## src/hw/uenak_pkg.sv

```systemverilog
// Purpose: constants for the endpoint0 NAK control block
// Assumes: AXI4-Lite register access, 25 MHz ref_clk used as USB clock
// Notes: register map and timing counts live here
package uenak_pkg;
   // ----------------------------------------
   // register map
   // ----------------------------------------
   localparam logic [15:0] ENDPOINT0_NAK_CONTROL_OFFS = 16'hFF60;
   localparam logic [15:0] FIFO_CLEAR_OFFS             = 16'hFF64;
   localparam logic [7:0]  NAK_CTRL_RESET              = 8'h00;
   localparam int          IN_NAK_BIT                  = 0;
   localparam int          OUT_NAK_BIT                 = 1;
   localparam int          FIFO_CLR_RX_BIT             = 0;
   localparam int          FIFO_CLR_TX_BIT             = 1;
   // ----------------------------------------
   // timing and axi response codes
   // ----------------------------------------
   localparam int          CLEAR_DELAY_CLKS            = 5;
   localparam logic [1:0]  RESP_OKAY                   = 2'h0;
   localparam logic [1:0]  RESP_SLVERR                 = 2'h2;
endpackage

```

## src/hw/uenak_ctrl.sv

```systemverilog
// Purpose: endpoint0 NAK control with AXI4-Lite register access
// Assumes: usb events are single-cycle pulses on ref_clk
// Notes: fifo-clear effects are delayed five clocks
//
// Design decision made here: register access over AXI4-Lite.
`timescale 1ns/100ps
module uenak_ctrl
   import uenak_pkg::*;
(
   input  wire logic        ref_clk,
   input  wire logic        sys_rst,
   // axi4-lite slave
   input  wire logic [15:0] s_axi_awaddr,
   input  wire logic        s_axi_awvalid,
   output      logic        s_axi_awready,
   input  wire logic [31:0] s_axi_wdata,
   input  wire logic [3:0]  s_axi_wstrb,
   input  wire logic        s_axi_wvalid,
   output      logic        s_axi_wready,
   output      logic [1:0]  s_axi_bresp,
   output      logic        s_axi_bvalid,
   input  wire logic        s_axi_bready,
   input  wire logic [15:0] s_axi_araddr,
   input  wire logic        s_axi_arvalid,
   output      logic        s_axi_arready,
   output      logic [31:0] s_axi_rdata,
   output      logic [1:0]  s_axi_rresp,
   output      logic        s_axi_rvalid,
   input  wire logic        s_axi_rready,
   // usb side events
   input  wire logic        outDataOk,
   input  wire logic        rxCountZero,
   input  wire logic        txAcked,
   input  wire logic        txBufFull,
   input  wire logic        shortDataEnd,
   input  wire logic        nakSendingEp0RdEp2,
   input  wire logic        autoRequest,
   output      logic        outNakReply,
   output      logic        ep0RxClear,
   output      logic        ep0TxClear,
   output      logic        ep0OutNak,
   output      logic        ep0InNak
);
   logic        awHeld_ff, wHeld_ff;
   logic [15:0] awAddr_ff;
   logic [31:0] wData_ff;
   logic [3:0]  wStrb_ff;
   logic        bValid_ff, rValid_ff;
   logic [1:0]  bResp_ff, rResp_ff;
   logic [31:0] rData_ff;
   logic        outNak_ff, inNak_ff;
   logic        doWrite;
   logic        wrNak, wrFifo;
   logic [1:0]  clrDelayed;

   // ----------------------------------------
   // axi write channel
   // ----------------------------------------
   // address and data taken in either order; one write outstanding
   assign s_axi_awready = !awHeld_ff && !bValid_ff;
   assign s_axi_wready  = !wHeld_ff && !bValid_ff;
   assign doWrite       = awHeld_ff && wHeld_ff && !bValid_ff;
   assign wrNak  = doWrite && awAddr_ff == ENDPOINT0_NAK_CONTROL_OFFS && wStrb_ff[0];
   assign wrFifo = doWrite && awAddr_ff == FIFO_CLEAR_OFFS && wStrb_ff[0];

   // capture write address
   always_ff @(posedge ref_clk or posedge sys_rst)
   begin
      if (sys_rst)
      begin
         awHeld_ff <= 1'b0;
         awAddr_ff <= 16'h0000;
      end
      else if (s_axi_awvalid && s_axi_awready)
      begin
         awHeld_ff <= 1'b1;
         awAddr_ff <= s_axi_awaddr;
      end
      else if (doWrite)
         awHeld_ff <= 1'b0;
   end

   // capture write data
   always_ff @(posedge ref_clk or posedge sys_rst)
   begin
      if (sys_rst)
      begin
         wHeld_ff <= 1'b0;
         wData_ff <= 32'h0000_0000;
         wStrb_ff <= 4'h0;
      end
      else if (s_axi_wvalid && s_axi_wready)
      begin
         wHeld_ff <= 1'b1;
         wData_ff <= s_axi_wdata;
         wStrb_ff <= s_axi_wstrb;
      end
      else if (doWrite)
         wHeld_ff <= 1'b0;
   end

   // write response; unmapped addresses get slverr
   always_ff @(posedge ref_clk or posedge sys_rst)
   begin
      if (sys_rst)
      begin
         bValid_ff <= 1'b0;
         bResp_ff  <= RESP_OKAY;
      end
      else if (doWrite)
      begin
         bValid_ff <= 1'b1;
         bResp_ff  <= (awAddr_ff == ENDPOINT0_NAK_CONTROL_OFFS ||
                       awAddr_ff == FIFO_CLEAR_OFFS) ? RESP_OKAY : RESP_SLVERR;
      end
      else if (s_axi_bready)
         bValid_ff <= 1'b0;
   end

   assign s_axi_bvalid = bValid_ff;
   assign s_axi_bresp  = bResp_ff;

   // ----------------------------------------
   // axi read channel
   // ----------------------------------------
   assign s_axi_arready = !rValid_ff;

   // read data; upper bits of the nak register read zero
   always_ff @(posedge ref_clk or posedge sys_rst)
   begin
      if (sys_rst)
      begin
         rValid_ff <= 1'b0;
         rData_ff  <= 32'h0000_0000;
         rResp_ff  <= RESP_OKAY;
      end
      else if (s_axi_arvalid && s_axi_arready)
      begin
         rValid_ff <= 1'b1;
         rResp_ff  <= RESP_OKAY;
         rData_ff  <= 32'h0000_0000;
         if (s_axi_araddr == ENDPOINT0_NAK_CONTROL_OFFS)
            rData_ff <= {30'h0, outNak_ff, inNak_ff};
         else if (s_axi_araddr != FIFO_CLEAR_OFFS)
            rResp_ff <= RESP_SLVERR;
      end
      else if (s_axi_rready)
         rValid_ff <= 1'b0;
   end

   assign s_axi_rvalid = rValid_ff;
   assign s_axi_rdata  = rData_ff;
   assign s_axi_rresp  = rResp_ff;

   // ----------------------------------------
   // fifo clear delay
   // ----------------------------------------
   // firmware must still wait before trusting status reads
   uenak_delay_line #(.WIDTH(2), .DEPTH(CLEAR_DELAY_CLKS)) uDelay
   (
      .ref_clk (ref_clk),
      .sys_rst (sys_rst),
      .dIn     ({wrFifo && wData_ff[FIFO_CLR_TX_BIT], wrFifo && wData_ff[FIFO_CLR_RX_BIT]}),
      .dOut    (clrDelayed)
   );

   assign ep0RxClear = clrDelayed[0];
   assign ep0TxClear = clrDelayed[1];

   // ----------------------------------------
   // nak flags
   // ----------------------------------------
   // out nak: hardware set wins over any clear in the same cycle
   always_ff @(posedge ref_clk or posedge sys_rst)
   begin
      if (sys_rst)
         outNak_ff <= 1'b0;
      else if (outDataOk)
         outNak_ff <= 1'b1;
      else if (wrNak && !nakSendingEp0RdEp2)
         outNak_ff <= wData_ff[OUT_NAK_BIT];
      else if (clrDelayed[0])
         outNak_ff <= 1'b0;
      else if (rxCountZero)
         outNak_ff <= 1'b0;
   end

   // in nak: set on full or short packet end; cleared on host ack or delayed tx fifo clear
   always_ff @(posedge ref_clk or posedge sys_rst)
   begin
      if (sys_rst)
         inNak_ff <= 1'b0;
      else if (txBufFull || shortDataEnd)
         inNak_ff <= 1'b1;
      else if (txAcked || clrDelayed[1])
         inNak_ff <= 1'b0;
   end

   // automatic requests bypass the out nak flag
   assign outNakReply = outNak_ff && !autoRequest;
   assign ep0OutNak   = outNak_ff;
   assign ep0InNak    = inNak_ff;
endmodule

```

## src/hw/uenak_delay_line.sv

```systemverilog
// Purpose: fixed-length delay of fifo-clear pulses
// Assumes: one clock domain
// Notes: all stages reset to zero
`timescale 1ns/100ps
module uenak_delay_line
   import uenak_pkg::*;
#(
   parameter int WIDTH = 2,
   parameter int DEPTH = CLEAR_DELAY_CLKS
)
(
   input  wire logic             ref_clk,
   input  wire logic             sys_rst,
   input  wire logic [WIDTH-1:0] dIn,
   output      logic [WIDTH-1:0] dOut
);
   logic [WIDTH-1:0] stage_ff [DEPTH];

   // shift register, one stage per clock
   genvar g;
   generate
      for (g = 0; g < DEPTH; g++)
      begin : gStage
         always_ff @(posedge ref_clk or posedge sys_rst)
         begin
            if (sys_rst)
               stage_ff[g] <= '0;
            else if (g == 0)
               stage_ff[g] <= dIn;
            else
               stage_ff[g] <= stage_ff[(g == 0) ? 0 : g-1];
         end
      end
   endgenerate

   assign dOut = stage_ff[DEPTH-1];
endmodule

```

## config.mk

```make
export PLATFORM = sky130hd
export DESIGN_NAME = uenak_ctrl
export DESIGN_NICKNAME = d
export VERILOG_FILES = /design/src/hw/uenak_pkg.sv /design/src/hw/uenak_ctrl.sv /design/src/hw/uenak_delay_line.sv
export SDC_FILE = /design/constraint.sdc
export NUM_CORES = 1
export LEC_CHECK = 0
export ABC_CLOCK_PERIOD_IN_PS = 2150
export BUFFER_PORTS_ARGS = -buffer_cell sky130_fd_sc_hd__buf_2
export CORE_MARGIN = 10
export CORE_UTILIZATION = 35
export CTS_CLUSTER_SIZE = 20
export DETAILED_ROUTE_END_ITERATION = 10
export PLACE_DENSITY = 0.71
export SYNTH_ARGS = -nofsm -noshare
export SYNTH_HDL_FRONTEND = slang
export SYNTH_HIERARCHICAL = 1
export SYNTH_SLANG_ARGS = --single-unit
```

## constraint.sdc

```tcl
create_clock -name ref_clk -period 2.15 [get_ports ref_clk]
set_input_delay 0.215 -clock ref_clk [delete_from_list [all_inputs] [get_ports ref_clk]]
set_output_delay 0.215 -clock ref_clk [all_outputs]
set_load 0.1 [all_outputs]
```

**Word-level counts from Yosys, hierarchy flattened**

Cells that the tools add are included.
W data, S select, Z words.

- Memory bits (read-only): 0
- RAM bits: 0
- Output and inout bits: 46
- Bits in latches: 0
- Logic and storage cells: 68
- Memories kept: 0
- Register bits after elaboration: 71

- $lt $le $gt $ge: 0
- Divide/modulo/power cells: 0
- Mux-type cells: 17
- $add $sub $neg: 0
- Bitwise logic cells: 0
- Multipliers: 0
- Equal/unequal tests: 4
- Reductions and logical operators: 30
- Shift operators: 0

Operator list:

| cell | number |
|---|---|
| $eq A16 B16 Y1 const B | 3 |
| $ne A16 B16 Y1 const B | 1 |
| $logic_and A1 B1 Y1 | 15 |
| $mux W1 | 13 |
| $reduce_bool A2 Y1 | 5 |
| $mux W2 | 4 |
| $logic_not A1 Y1 | 6 |
| $reduce_bool A4 Y1 | 1 |
| $logic_or A1 B1 Y1 | 3 |

**Depth between registers and ports, before layout**

Gate-level depths: netlist (run 1).

- Word-level depth: 7
- Mapped depth: 5
- Depth with buffers taken out: 4

**Cells and area by module**

Netlist (run 1), hierarchy kept.

By module, submodules not included:

| module | instances | area an instance (µm²) | seq. area each (µm²) | cells each |
|---|---|---|---|---|
| uenak_ctrl | 1 | 1485.2 | 725.7 | 131 |
| uenak_delay_line | 1 | 269.0 | 250.2 | 13 |

**Least setup slack after synthesis (run 1)**

No wires, ideal clock.

- Kind: register -> register
- From: register bValid_ff (netlist: s_axi_bvalid)
- To: register awAddr_ff[10]
- Required time: 2.025 ns
- Period minus slack after synthesis: 3.292 ns
- Stages on the path, launching flop included: 6
- Data arrival time: 3.167 ns
- Path buffers: 2
- Path slack: -1.142 ns
- Cells stage by stage: dfrtp_1 -> nor2_1 -> and2_1 -> buf_2 -> buf_2 -> mux2_2

- Word-level cells in the longest chain between the ends: 3

RTL lines:

| element | RTL line | RTL |
|---|---|---|
| start, declared | uenak_ctrl.sv:48 | `logic bValid_ff, rValid_ff;` |
| start signal, assigned | uenak_ctrl.sv:107 | `bValid_ff <= 1'b0;` |
| start signal, assigned | uenak_ctrl.sv:112 | `bValid_ff <= 1'b1;` |
| start signal, assigned | uenak_ctrl.sv:117 | `bValid_ff <= 1'b0;` |
| $logic_not A1 Y1 | uenak_ctrl.sv:60 | `assign s_axi_awready = !awHeld_ff && !bValid_ff;` |
| $logic_and A1 B1 Y1 | uenak_ctrl.sv:60 |  |
| via s_axi_awready | uenak_ctrl.sv:15 | `output logic s_axi_awready,` |
| $logic_and A1 B1 Y1 | uenak_ctrl.sv:74 | `else if (s_axi_awvalid && s_axi_awready)` |
| end signal, assigned | uenak_ctrl.sv:77 | `awAddr_ff <= s_axi_awaddr;` |
| end, declared | uenak_ctrl.sv:45 | `logic [15:0] awAddr_ff;` |

The timed path passes the listed nets, and every way through them passes these cells.
A chain may end at the register's enable or synchronous reset.

**Worst setup path in the final report (run 1)**

- From: register awAddr_ff[1]
- To: register outNak_ff (netlist: ep0OutNak)

- Word-level cells in the longest chain between the ends: 6
- Elaborated cells on any way between the ends: 7

RTL lines:

| element | RTL line | RTL |
|---|---|---|
| $eq A16 B16 Y1 (*) | uenak_ctrl.sv:63 | `assign wrNak = doWrite && awAddr_ff == ENDPOINT0_NAK_CONTROL_OFFS && wStrb_ff[0];` |
| $logic_and A1 B1 Y1 (*) (2 in a row) | uenak_ctrl.sv:63 |  |
| $logic_and A1 B1 Y1 (*) | uenak_ctrl.sv:180 | `else if (wrNak && !nakSendingEp0RdEp2)` |
| $mux W1 | uenak_ctrl.sv:180 |  |
| $mux W1 | uenak_ctrl.sv:178 | `else if (outDataOk)` |
| end signal, assigned | uenak_ctrl.sv:181 | `outNak_ff <= wData_ff[OUT_NAK_BIT];` |
| end, declared | uenak_ctrl.sv:51 | `logic outNak_ff, inNak_ff;` |

Every way passes the cells marked *; elsewhere a longest branch is shown, timed or not.

==> metrics.md, run 1 <==
| Metric | Value |
|---|---|
| Mux share of post-synthesis cell area | 12.8% |
| Async SR Flop Fraction | 100% |
| CTS sink cnt | 39 |
| GRT Total Usage | ~9% |
| Worst-path fanout max | 3 |
| Synth Area in XOR/XNOR | 0% |
| Final period utilization | 76.4% |
| RSZ-0062 raised after global routing | false |
| Cell area after placement | slightly above 2000 um^2 |
| Final core occ | roughly 45% |
| Placed Cells | 270 |
| Syn. warnings | 6 |
| VDD IR max | 1.07 mV |
| Clock buffer depth | 2 |
| Number of fill cells in the layout | ~460 |
| Register area share after synthesis | 55.6% |
| Post-Layout Cell Count | 279 |
| DR vias | roughly 1,200 |
| Critical Path RT | 2320 ps |
| Actual slew at the worst max-slew pin | 739 ps |
| Synth Flop Type | dfrtp_1 |
| Top cells by area, synth | dfrtp_1 56%, buf_4 15%, mux2_2 12% |
| First-pass GRT wire length | 6160 um |
| Post-synth EDFFs | 0 |
| PD cells | 1290 nW/um^2 |
| # DRC | 0 |
| Max Fclk | roughly 610 MHz |
| Num CTS Buffers | 5 |
| Post-synthesis cell type count | 26 |
| Via-to-Cell Ratio | roughly 4.2 |
| Final #Nets | about 290 |
| Post-CTS Resized | 0 |
| Clock Latency Late Sink | approximately 280 ps |
| GPL Wtd Cong | 0.731 |
| Core area | 4790 um^2 |
| Synth Area in Compound Gates | 3.50% |
| Final setup fails | 0 |
| Status | complete, no violations |
| Shortest period the worst path allows | 1640 ps |
| Total Wirelength | around 3800 um |
| Clock Skew | 4.07 ps |
| Number of routed nets with antenna violations | 0 |
| Worst hold path type | primary input to flop |
| Largest family of logic cells by synthesized area | buffers and inverters |
| IO Count | ~130 |
| TritonCTS clock tree | done |
| H-tree depth | 2 |
| Area growth from synthesis to layout | 21.5% |
| Die W | 90.8 um |
| Drt first-iter violations | 20 |
| LEAKAGE | 1.09 nW |
| Die area | 8240 um^2 |
| # port buffers | 62 |
| Adder-Cell Fraction of Synth Area | 0% |
| Initial core utilization | a little over a third |
| Vias in the first global route | 1,293 |
| Crit Path Class | flop to flop |
| GRT Residual Overflow | 0 |
| CTS clk-pin slew, worst paths | 70 ps |
| Post-Synthesis Cell Area | 1750 um^2 |
| Post-DP HPWL | around 3200 um |
| Top-area cell type share of the netlist area | 55.6% |
| Worst slew margin | 50.7% |
| Post-CTS Hold Fix Bufs | 1 |
| Initial DRT Pass Iterations | 2 |
| Die height | 90.8 um |
| Std cell rows | 25 |
| Worst Hold Slack | 98.7 ps |
| Post-Syn Instances | around 140 |
| Seq cells post-synth | 39 |
| Max Slew Vio Count | 0 |
| Post-CTS setup buffer count | 0 |
| Post-synth top cells | 39 x dfrtp_1, 34 x buf_4, 19 x mux2_2 |
| Yosys top cell by area | dfrtp_1 |
| Top-count cell post-synth | dfrtp_1 |
| Max Cap Viol | 0 |
| Antenna diodes | 0 |
| Largest net degree at the start of global routing | 20 |
| Fraction of layout cells with a size suffix above 1 | 45.8% |
| Crit path arrival time | about 1800 ps |
| CTS Root Cell | clkbuf_8 |
| Mean area per synthesized cell | 12.2 um^2 |
| CP Launch Type | flop |
| Critical path endpoint category | flop |
| Synth Area in Simple Gates | 11.9% |
| Fin. Hold Viols | 0 |
| Initial antenna violation count | 0 |
| Wire length per cell | 13.4 um |
| Final Cell Area | about 2100 um^2 |
-- layout by cell type (no fill, tap or decap), types with 3 or more instances in the layout --
master    synthesis  routed
buf_2             2      62
clkbuf_8          0       5
nand2_1           4       4
conb_1            1      32
and2_1            4       4
nand4_1           3       3
a21oi_1           3       3
inv_1             4       3
dfrtp_1          39      37
and3_1            3       3
nand3_1           3       3
nor2_1            8       6
o21ai_0           4       4
mux2_2           19      19
-- logic make-up after synthesis --
logic type | Yosys count
other | 1
and+or+nand+nor | 34
muxes | 20
AOI/OAI and AO/OA | 10
buffers and inverters | 40
DFF | 39
-- layout make-up --
| class | count | area, um^2 | share of cell area, % |
|---|---|---|---|
| clock buffer | 7 | 76.3 | 3.58 |
| clock inverter | 1 | 5.00 | 0.235 |
| inverter | 4 | 18.8 | 0.880 |
| multi-input combinational | 96 | 632 | 29.6 |
| sequential | 39 | 981 | 46.0 |
| tap | 67 | 83.8 | 3.93 |
| timing repair buffer | 65 | 335 | 15.7 |
-- registers in the layout, summed over array words and instances (netlist names) --
| name | flops |
|---|---|
| awAddr_ff | 16 |
| awHeld_ff | 1 |
| ep0InNak | 1 |
| ep0OutNak | 1 |
| s_axi_bresp | 1 |
| s_axi_bvalid | 1 |
| s_axi_rdata | 2 |
| s_axi_rresp | 1 |
| s_axi_rvalid | 1 |
| uDelay/dOut | 2 |
| uDelay/stage_ff | 8 |
| wData_ff | 2 |
| wHeld_ff | 1 |
| wStrb_ff | 1 |
-- path summary, 6_finish.rpt --
| check | startpoint | end | slack, ps | depth (start not counted) |
|---|---|---|---|---|
| max | awAddr_ff[1]$_DFFE_PP0P_ | ep0OutNak$_DFFE_PP0P_ | 510 | 4 |
| min | s_axi_rready | s_axi_rvalid$_DFFE_PP0P_ | 100 | 2 |
| max reg2reg | awAddr_ff[1]$_DFFE_PP0P_ | ep0OutNak$_DFFE_PP0P_ | 510 | 4 |
| min reg2reg | uDelay/stage_ff[8]$_DFF_PP0_ | uDelay/stage_ff[6]$_DFF_PP0_ | 350 | 0 |
| max in group asynchronous | sys_rst | awAddr_ff[9]$_DFFE_PP0P_ | 910 | 4 |
| min in group asynchronous | sys_rst | uDelay/stage_ff[8]$_DFF_PP0_ | 440 | 3 |
-- stage by stage --
| stage | worst slack, ps | setup TNS (ps) | total power, mW |
|---|---|---|---|
| after global placement | 501 | 0 | 2.30 |
| after CTS | 456 | 0 | 2.79 |
| after detailed placement | 476 | 0 | 2.33 |
| after global routing | 388 | 0 | 2.93 |
| final | 507 | 0 | 2.76 |
| after floorplan | -0.815 | -8.15 | 2.18 |
-- metal layers --
layer | wire, um | vias to the layer above | GRT usage, %
met5 | 0 | - | 0
met4 | 46 | 0 | 3.52
li1 | - | 558 | -
met1 | 1460 | 548 | 9.87
met2 | 1720 | 67 | 13.6
met3 | 528 | 5 | 6.07
-- report_power, final --
| part | leakage (nW) | internal (mW) | switching (mW) | total [mW] |
|---|---|---|---|---|
| logic | 0.570 | 0.328 | 0.843 | 1.17 |
| registers | 0.480 | 0.973 | 0.158 | 1.13 |
| clock network | 0.0422 | 0.227 | 0.228 | 0.455 |
-- worst max-delay path, stage by stage, from the launching register on --
cell     delay (ps)
dfrtp_1         380
or4_4           540
nor4_4          280
nand4_1         180
mux2i_1         160
(Power assumes the default switching activity.)
==> inputs of run 2 (changes only) <==
--- a/config.mk
+++ b/config.mk
@@ -5,13 +5,13 @@
 export SDC_FILE = /design/constraint.sdc
 export NUM_CORES = 1
 export LEC_CHECK = 0
-export ABC_CLOCK_PERIOD_IN_PS = 2150
+export ABC_CLOCK_PERIOD_IN_PS = 1500
 export BUFFER_PORTS_ARGS = -buffer_cell sky130_fd_sc_hd__buf_2
 export CORE_MARGIN = 10
 export CORE_UTILIZATION = 35
 export CTS_CLUSTER_SIZE = 20
 export DETAILED_ROUTE_END_ITERATION = 10
-export PLACE_DENSITY = 0.71
+export PLACE_DENSITY = 0.74
 export SYNTH_ARGS = -nofsm -noshare
 export SYNTH_HDL_FRONTEND = slang
 export SYNTH_HIERARCHICAL = 1
==> constraint.sdc (replaced) <==
create_clock -name ref_clk -period 1.5 [get_ports ref_clk]
set_input_delay 0.15 -clock ref_clk [delete_from_list [all_inputs] [get_ports ref_clk]]
set_output_delay 0.15 -clock ref_clk [all_outputs]
set_load 0.1 [all_outputs]
==> metrics.md, run 2 (same netlist as run 1, synthesis figures left out) <==
| Metric | Value |
|---|---|
| Shortest period the worst path allows | 1570 ps (was 1640 ps) |
| TNS Setup | -114 ps (was 0 ps) |
| CP Launch Type | flop (unchanged) |
| Most frequent cells in the layout | 60 x buf_2, 36 x dfrtp_1, 32 x conb_1 (was 62 x buf_2, 37 x dfrtp_1, 32 x conb_1) |
| # port buffers | 62 (unchanged) |
| Placed Cells | 271 (was 270) |
| Die area | 8240 um^2 (unchanged) |
| Via-to-Cell Ratio | 4.21 (was 4.22) |
| Largest net degree at the start of global routing | 30 (was 20) |
| Top reg by flops | awAddr_ff (unchanged) |
| VDD IR max | 1.30 mV (was 1.07 mV) |
| LEAKAGE | 1.15 nW (was 1.09 nW) |
| H-tree depth | 2 (unchanged) |
| Critical Path RT | 1670 ps (was 2320 ps) |
| CTS Root Cell | clkbuf_8 (unchanged) |
| First-pass GRT wire length | 6400 um (was 6160 um) |
| Final setup fails | 3 (was 0) |
| Wire length per cell | 14.0 um (was 13.4 um) |
| GRT Total Usage | 9.46% (was 9.06%) |
| Biggest regs | awAddr_ff x16, uDelay/stage_ff x8 (unchanged) |
| Number of routed nets with antenna violations | 0 (unchanged) |
| Final #Nets | 294 (was 293) |
| Initial DRT Pass Iterations | 4 (was 2) |
| Critical path endpoint category | flop (unchanged) |
| Worst-path fanout max | 3 (unchanged) |
| Max reg flops | 16 (unchanged) |
| Area growth from synthesis to layout | 28.2% (was 21.5%) |
| Post-route worst setup slack | -67.9 ps (was 507 ps) |
| Post-Layout Cell Count | 280 (was 279) |
| # DRC | 0 (unchanged) |
| TritonCTS clock tree | done (unchanged) |
| Status | finished with violations (was complete, no violations) |
| Die height | 90.8 um (unchanged) |
| Worst hold path type | primary input to flop (unchanged) |
| Core area | 4790 um^2 (unchanged) |
| CTS clk-pin slew, worst paths | 70 ps (about the same) |
| GRT Residual Overflow | 0 (unchanged) |
| Max Fclk | 638 MHz (was 608 MHz) |
| IO Count | 128 (unchanged) |
| Clock Skew | 2.73 ps (was 4.07 ps) |
| Failing checks | setup timing |
| Crit Path Class | flop to flop (unchanged) |
| Total Wirelength | 3930 um (was 3750 um) |
| Initial antenna violation count | 0 (unchanged) |
| Initial core utilization | 36.7% (unchanged) |
| Max Cap Viol | 0 (unchanged) |
| PD cells | 1980 nW/um^2 (was 1290 nW/um^2) |
| Die W | 90.8 um (unchanged) |
| Std cell rows | 25 (unchanged) |
| Max Slew Vio Count | 0 (unchanged) |
| Leading cell type in the layout, fill and taps excluded | buf_2 (unchanged) |
| Final core occ | 47.0% (was 44.5%) |
| CTS sink cnt | 39 (unchanged) |
| RSZ-0062 raised after global routing | true (was false) |
| Fraction of layout cells with a size suffix above 1 | 48.4% (was 45.8%) |
| Post-CTS setup buffer count | 0 (unchanged) |
| Num CTS Buffers | 5 (unchanged) |
| Number of fill cells in the layout | 457 (was 462) |
| Post-DP HPWL | 3270 um (was 3180 um) |
| Crit path arrival time | 1730 ps (was 1810 ps) |
| Clock buffer depth | 2 (unchanged) |
| GPL Wtd Cong | 0.715 (was 0.731) |
| Clock Latency Late Sink | 280 ps (about the same) |
| Final period utilization | 105% (was 76.4%) |
| Fin. Hold Viols | 0 (unchanged) |
| Vias in the first global route | 1,349 (was 1,293) |
| Antenna diodes | 0 (unchanged) |
| Drt first-iter violations | 26 (was 20) |
| DR vias | 1,179 (was 1,178) |
| Worst slack at placement | -64.1 ps (was 476 ps) |
## run 2: worst paths after layout
path | slack [ps] | cells after the start | endpoint | start
setup / recovery | -70 | 4 | ep0OutNak$_DFFE_PP0P_ | awAddr_ff[1]$_DFFE_PP0P_
hold / removal | 40 | 2 | s_axi_bvalid$_DFFE_PP0P_ | s_axi_bready
setup reg to reg | -70 | 4 | ep0OutNak$_DFFE_PP0P_ | awAddr_ff[1]$_DFFE_PP0P_
hold reg to reg | 350 | 0 | uDelay/dOut[0]$_DFF_PP0_ | uDelay/stage_ff[2]$_DFF_PP0_
max in group asynchronous | 720 | 4 | s_axi_bvalid$_DFFE_PP0P_ | sys_rst
min in group asynchronous | 390 | 3 | uDelay/stage_ff[9]$_DFF_PP0_ | sys_rst
## run 2: layer usage
metal / part of all wire, % / up-vias / wire [um] / global-route usage [%]
met5: 0 / - / 0 / 0
met4: 0.79 / 0 / 31 / 3.13
met3: 17 / 4 / 649 / 6.90
met2: 41 / 83 / 1610 / 14.1
met1: 42 / 533 / 1640 / 10.3
li1: - / 559 / - / -
## run 2: power by group
part	switching, mW	internal, mW
clock	0.346	0.665
combinational	1.24	0.586
sequential	0.227	1.40
total	1.82	2.65
## run 2: repair_timing
item,4_1_cts,5_1_grt
resized for setup,0,3
pin swaps,2,4
endpoints found under the setup margin,3,5
hold endpoints to repair,39,0
hold buffers,1,0
## run 2: critical path, stage by stage (launching register included)
cell and delay (ps):
dfrtp_1 380, or4_4 550, nor4_4 190, nand4_1 180, mux2i_1 150
## run 2: stage by stage
step | hold WS (ps) | cell area [um^2] | power [mW]
after floorplan | -9.82 | 1930 | 3.18
after global placement | 141 | 2100 | 3.42
after detailed placement | 158 | 2100 | 3.46
after CTS | 29.3 | 2240 | 4.49
after global routing | 34.3 | 2250 | 4.70
final | 36.8 | 2250 | 4.46
## run 2: cell type report
| type | count | area, um^2 | share of cell area [%] |
|---|---|---|---|
| clock inverter | 2 | 60.1 | 2.67 |
| timing repair buffer | 66 | 373 | 16.6 |
| multi-input combinational | 96 | 657 | 29.2 |
| tap | 67 | 83.8 | 3.73 |
| inverter | 4 | 18.8 | 0.834 |
| clock buffer | 6 | 72.6 | 3.23 |
| sequential | 39 | 985 | 43.8 |
==> inputs of run 3 (changes only) <==
--- a/config.mk
+++ b/config.mk
@@ -11,7 +11,7 @@
 export CORE_UTILIZATION = 35
 export CTS_CLUSTER_SIZE = 20
 export DETAILED_ROUTE_END_ITERATION = 10
-export PLACE_DENSITY = 0.74
+export PLACE_DENSITY_LB_ADDON = 0.3
 export SYNTH_ARGS = -nofsm -noshare
 export SYNTH_HDL_FRONTEND = slang
 export SYNTH_HIERARCHICAL = 1
==> constraint.sdc (replaced) <==
create_clock -name ref_clk -period 1.5 [get_ports ref_clk]
set_input_delay 0.15 -clock ref_clk [delete_from_list [all_inputs] [get_ports ref_clk]]
set_output_delay 0.15 -clock ref_clk [all_outputs]
set_load 0.02 [all_outputs]
==> metrics.md, run 3 (same netlist as run 1, synthesis figures left out) <==
| Metric | Value |
|---|---|
| Placed Cells | 272 (was 271) |
| Most frequent cells in the layout | 62 x buf_2, 38 x dfrtp_1, 32 x conb_1 (was 60 x buf_2, 36 x dfrtp_1, 32 x conb_1) |
| Crit Path Class | flop to flop (unchanged) |
| Biggest regs | awAddr_ff x16, uDelay/stage_ff x8 (unchanged) |
| CTS Root Cell | clkbuf_8 (unchanged) |
| Worst-path fanout max | 3 (unchanged) |
| Post-route worst setup slack | -72.2 ps (was -67.9 ps) |
| LEAKAGE | 1.11 nW (was 1.15 nW) |
| Drt first-iter violations | 38 (was 26) |
| Antenna diodes | 0 (unchanged) |
| Shortest period the worst path allows | 1570 ps (about the same) |
| Final setup fails | 3 (unchanged) |
| Reg2reg start | awAddr_ff[1]$_DFFE_PP0P_ (unchanged) |
| CTS sink cnt | 39 (unchanged) |
| Core area | 4790 um^2 (unchanged) |
| H-tree depth | 2 (unchanged) |
| Area growth from synthesis to layout | 22.5% (was 28.2%) |
| Max Fclk | 636 MHz (was 638 MHz) |
| VDD IR max | 0.884 mV (was 1.30 mV) |
| Final core occ | 44.9% (was 47.0%) |
| Status | finished with violations (unchanged) |
| Clock buffer depth | 2 (unchanged) |
| Final #Nets | 295 (was 294) |
| Post-Layout Cell Count | 281 (was 280) |
| Initial core utilization | 36.7% (unchanged) |
| Worst hold path type | primary input to flop (unchanged) |
| Initial antenna violation count | 0 (unchanged) |
| Std cell rows | 25 (unchanged) |
| Reg2reg end | uDelay/stage_ff[9]$_DFF_PP0_ (was ep0OutNak$_DFFE_PP0P_) |
| Critical Path RT | 1730 ps (was 1670 ps) |
| Final Cell Area | 2150 um^2 (was 2250 um^2) |
| Die area | 8240 um^2 (unchanged) |
| Fin. Hold Viols | 0 (unchanged) |
| Failing checks | setup timing (unchanged) |
| Hold EP | s_axi_rvalid$_DFFE_PP0P_ (was s_axi_bvalid$_DFFE_PP0P_) |
| Cell area after placement | 2050 um^2 (was 2100 um^2) |
| Max Slew Vio Count | 0 (unchanged) |
| Clock Skew | 3.77 ps (was 2.73 ps) |
| IO Count | 128 (unchanged) |
| Vias in the first global route | 1,305 (was 1,349) |
| Via-to-Cell Ratio | 4.21 (about the same) |
| Leading cell type in the layout, fill and taps excluded | buf_2 (unchanged) |
| Largest net degree at the start of global routing | 17 (was 30) |
| GRT Total Usage | 9.56% (was 9.46%) |
| First-pass GRT wire length | 6330 um (was 6400 um) |
| Max reg flops | 16 (unchanged) |
| Die W | 90.8 um (unchanged) |
| Num CTS Buffers | 5 (unchanged) |
| Fraction of layout cells with a size suffix above 1 | 45.3% (was 48.4%) |
| Reg-to-reg slack, setup | -70 ps (about the same) |
| Critical path endpoint category | flop (unchanged) |
| Wire length per cell | 13.8 um (was 14.0 um) |
| Clock Latency Late Sink | 290 ps (was 280 ps) |
| GRT Residual Overflow | 0 (unchanged) |
| R2R depth | 4 (unchanged) |
| DR vias | 1,182 (was 1,179) |
| Die height | 90.8 um (unchanged) |
| Hold Path Stages | 2 (unchanged) |
| Top reg by flops | awAddr_ff (unchanged) |
| PD cells | 1510 nW/um^2 (was 1980 nW/um^2) |
| Post-DP HPWL | 3220 um (was 3270 um) |
| Hold path start | s_axi_rready (was s_axi_bready) |
| RSZ-0062 raised after global routing | true (unchanged) |
| # DRC | 0 (unchanged) |
| CTS clk-pin slew, worst paths | 70 ps (about the same) |
| Total Wirelength | 3880 um (was 3930 um) |
| GPL Wtd Cong | 0.773 (was 0.715) |
| Final period utilization | 105% (about the same) |
| Crit path arrival time | 1800 ps (was 1730 ps) |
| CP Launch Type | flop (unchanged) |
| # port buffers | 62 (unchanged) |
| Initial DRT Pass Iterations | 4 (unchanged) |
| Number of routed nets with antenna violations | 0 (unchanged) |
| Max Cap Viol | 0 (unchanged) |
| TritonCTS clock tree | done (unchanged) |
==> run 3: cell types whose count changed in the layout (fill, tap and decap cells not counted), sizes merged <==
cell	previous run	this run
buf	64	66
bufinv	2	0
clkbuf	7	6
clkinv	0	1
inv	3	4
==> run 3: worst max path at each step <==
stage | end | start | cells after the start | slack [ps]
detailed placement | uDelay/stage_ff[9]$_DFF_PP0_ | awAddr_ff[1]$_DFFE_PP0P_ | 4 | -100
global placement | uDelay/stage_ff[9]$_DFF_PP0_ | awAddr_ff[1]$_DFFE_PP0P_ | 4 | -100
finish | uDelay/stage_ff[9]$_DFF_PP0_ | awAddr_ff[1]$_DFFE_PP0P_ | 4 | -70
floorplan | wData_ff[0]$_DFFE_PP0P_ | s_axi_bvalid$_DFFE_PP0P_ | 3 | 7
CTS | uDelay/stage_ff[9]$_DFF_PP0_ | awAddr_ff[1]$_DFFE_PP0P_ | 4 | -110
global route | uDelay/stage_ff[9]$_DFF_PP0_ | awAddr_ff[1]$_DFFE_PP0P_ | 4 | -170
==> run 3: where the power goes <==
| group | switching (mW) | internal (mW) |
|---|---|---|
| sequential | 0.204 | 1.39 |
| clock | 0.346 | 0.324 |
| combinational | 0.494 | 0.491 |
| total | 1.04 | 2.20 |
==> run 3: area by class of cell <==
class / count / area (um^2)
clock buffer: 6 / 72.6
timing repair buffer: 67 / 363
fill: 484 / 2640
clock inverter: 2 / 12.5
inverter: 4 / 15.0
sequential: 39 / 977
multi-input combinational: 96 / 626
tap: 67 / 83.8
==> run 3: metal layers <==
metal	wire length (um)	GRT usage, %	up-vias
met5	0	0	-
met4	80	5.09	0
met3	449	5.40	5
met2	1770	14.5	64
met1	1580	10.4	549
li1	-	-	564
==> run 3: repair_timing <==
action / in CTS / in global routing
setup buffers: 0 / 1
gates resized for setup: 1 / 1
hold buffers: 1 / 0
hold endpoints to repair: 39 / 0
cloned: 0 / 0
setup endpoints to repair: 4 / 4
pin swaps: 1 / 3
==> run 3: critical path, cell delays in order, from the launching register on <==
cell,delay [ps]
dfrtp_1,370
or4_4,560
nor4_4,210
and4_1,250
and2_1,130
==> run 3: per-stage QoR <==
stage / worst slack (ps) / total power [mW] / hold WS (ps) / TNS [ps]
2_1_floorplan: 7.23 / 2.36 / -9.82 / 0
3_3_place_gp: -96.2 / 2.57 / 143 / -270
3_5_place_dp: -95.5 / 2.60 / 153 / -272
4_1_cts: -114 / 3.29 / 32.4 / -301
5_1_grt: -173 / 3.54 / 19.8 / -503
6_report: -72.2 / 3.25 / 40.8 / -183
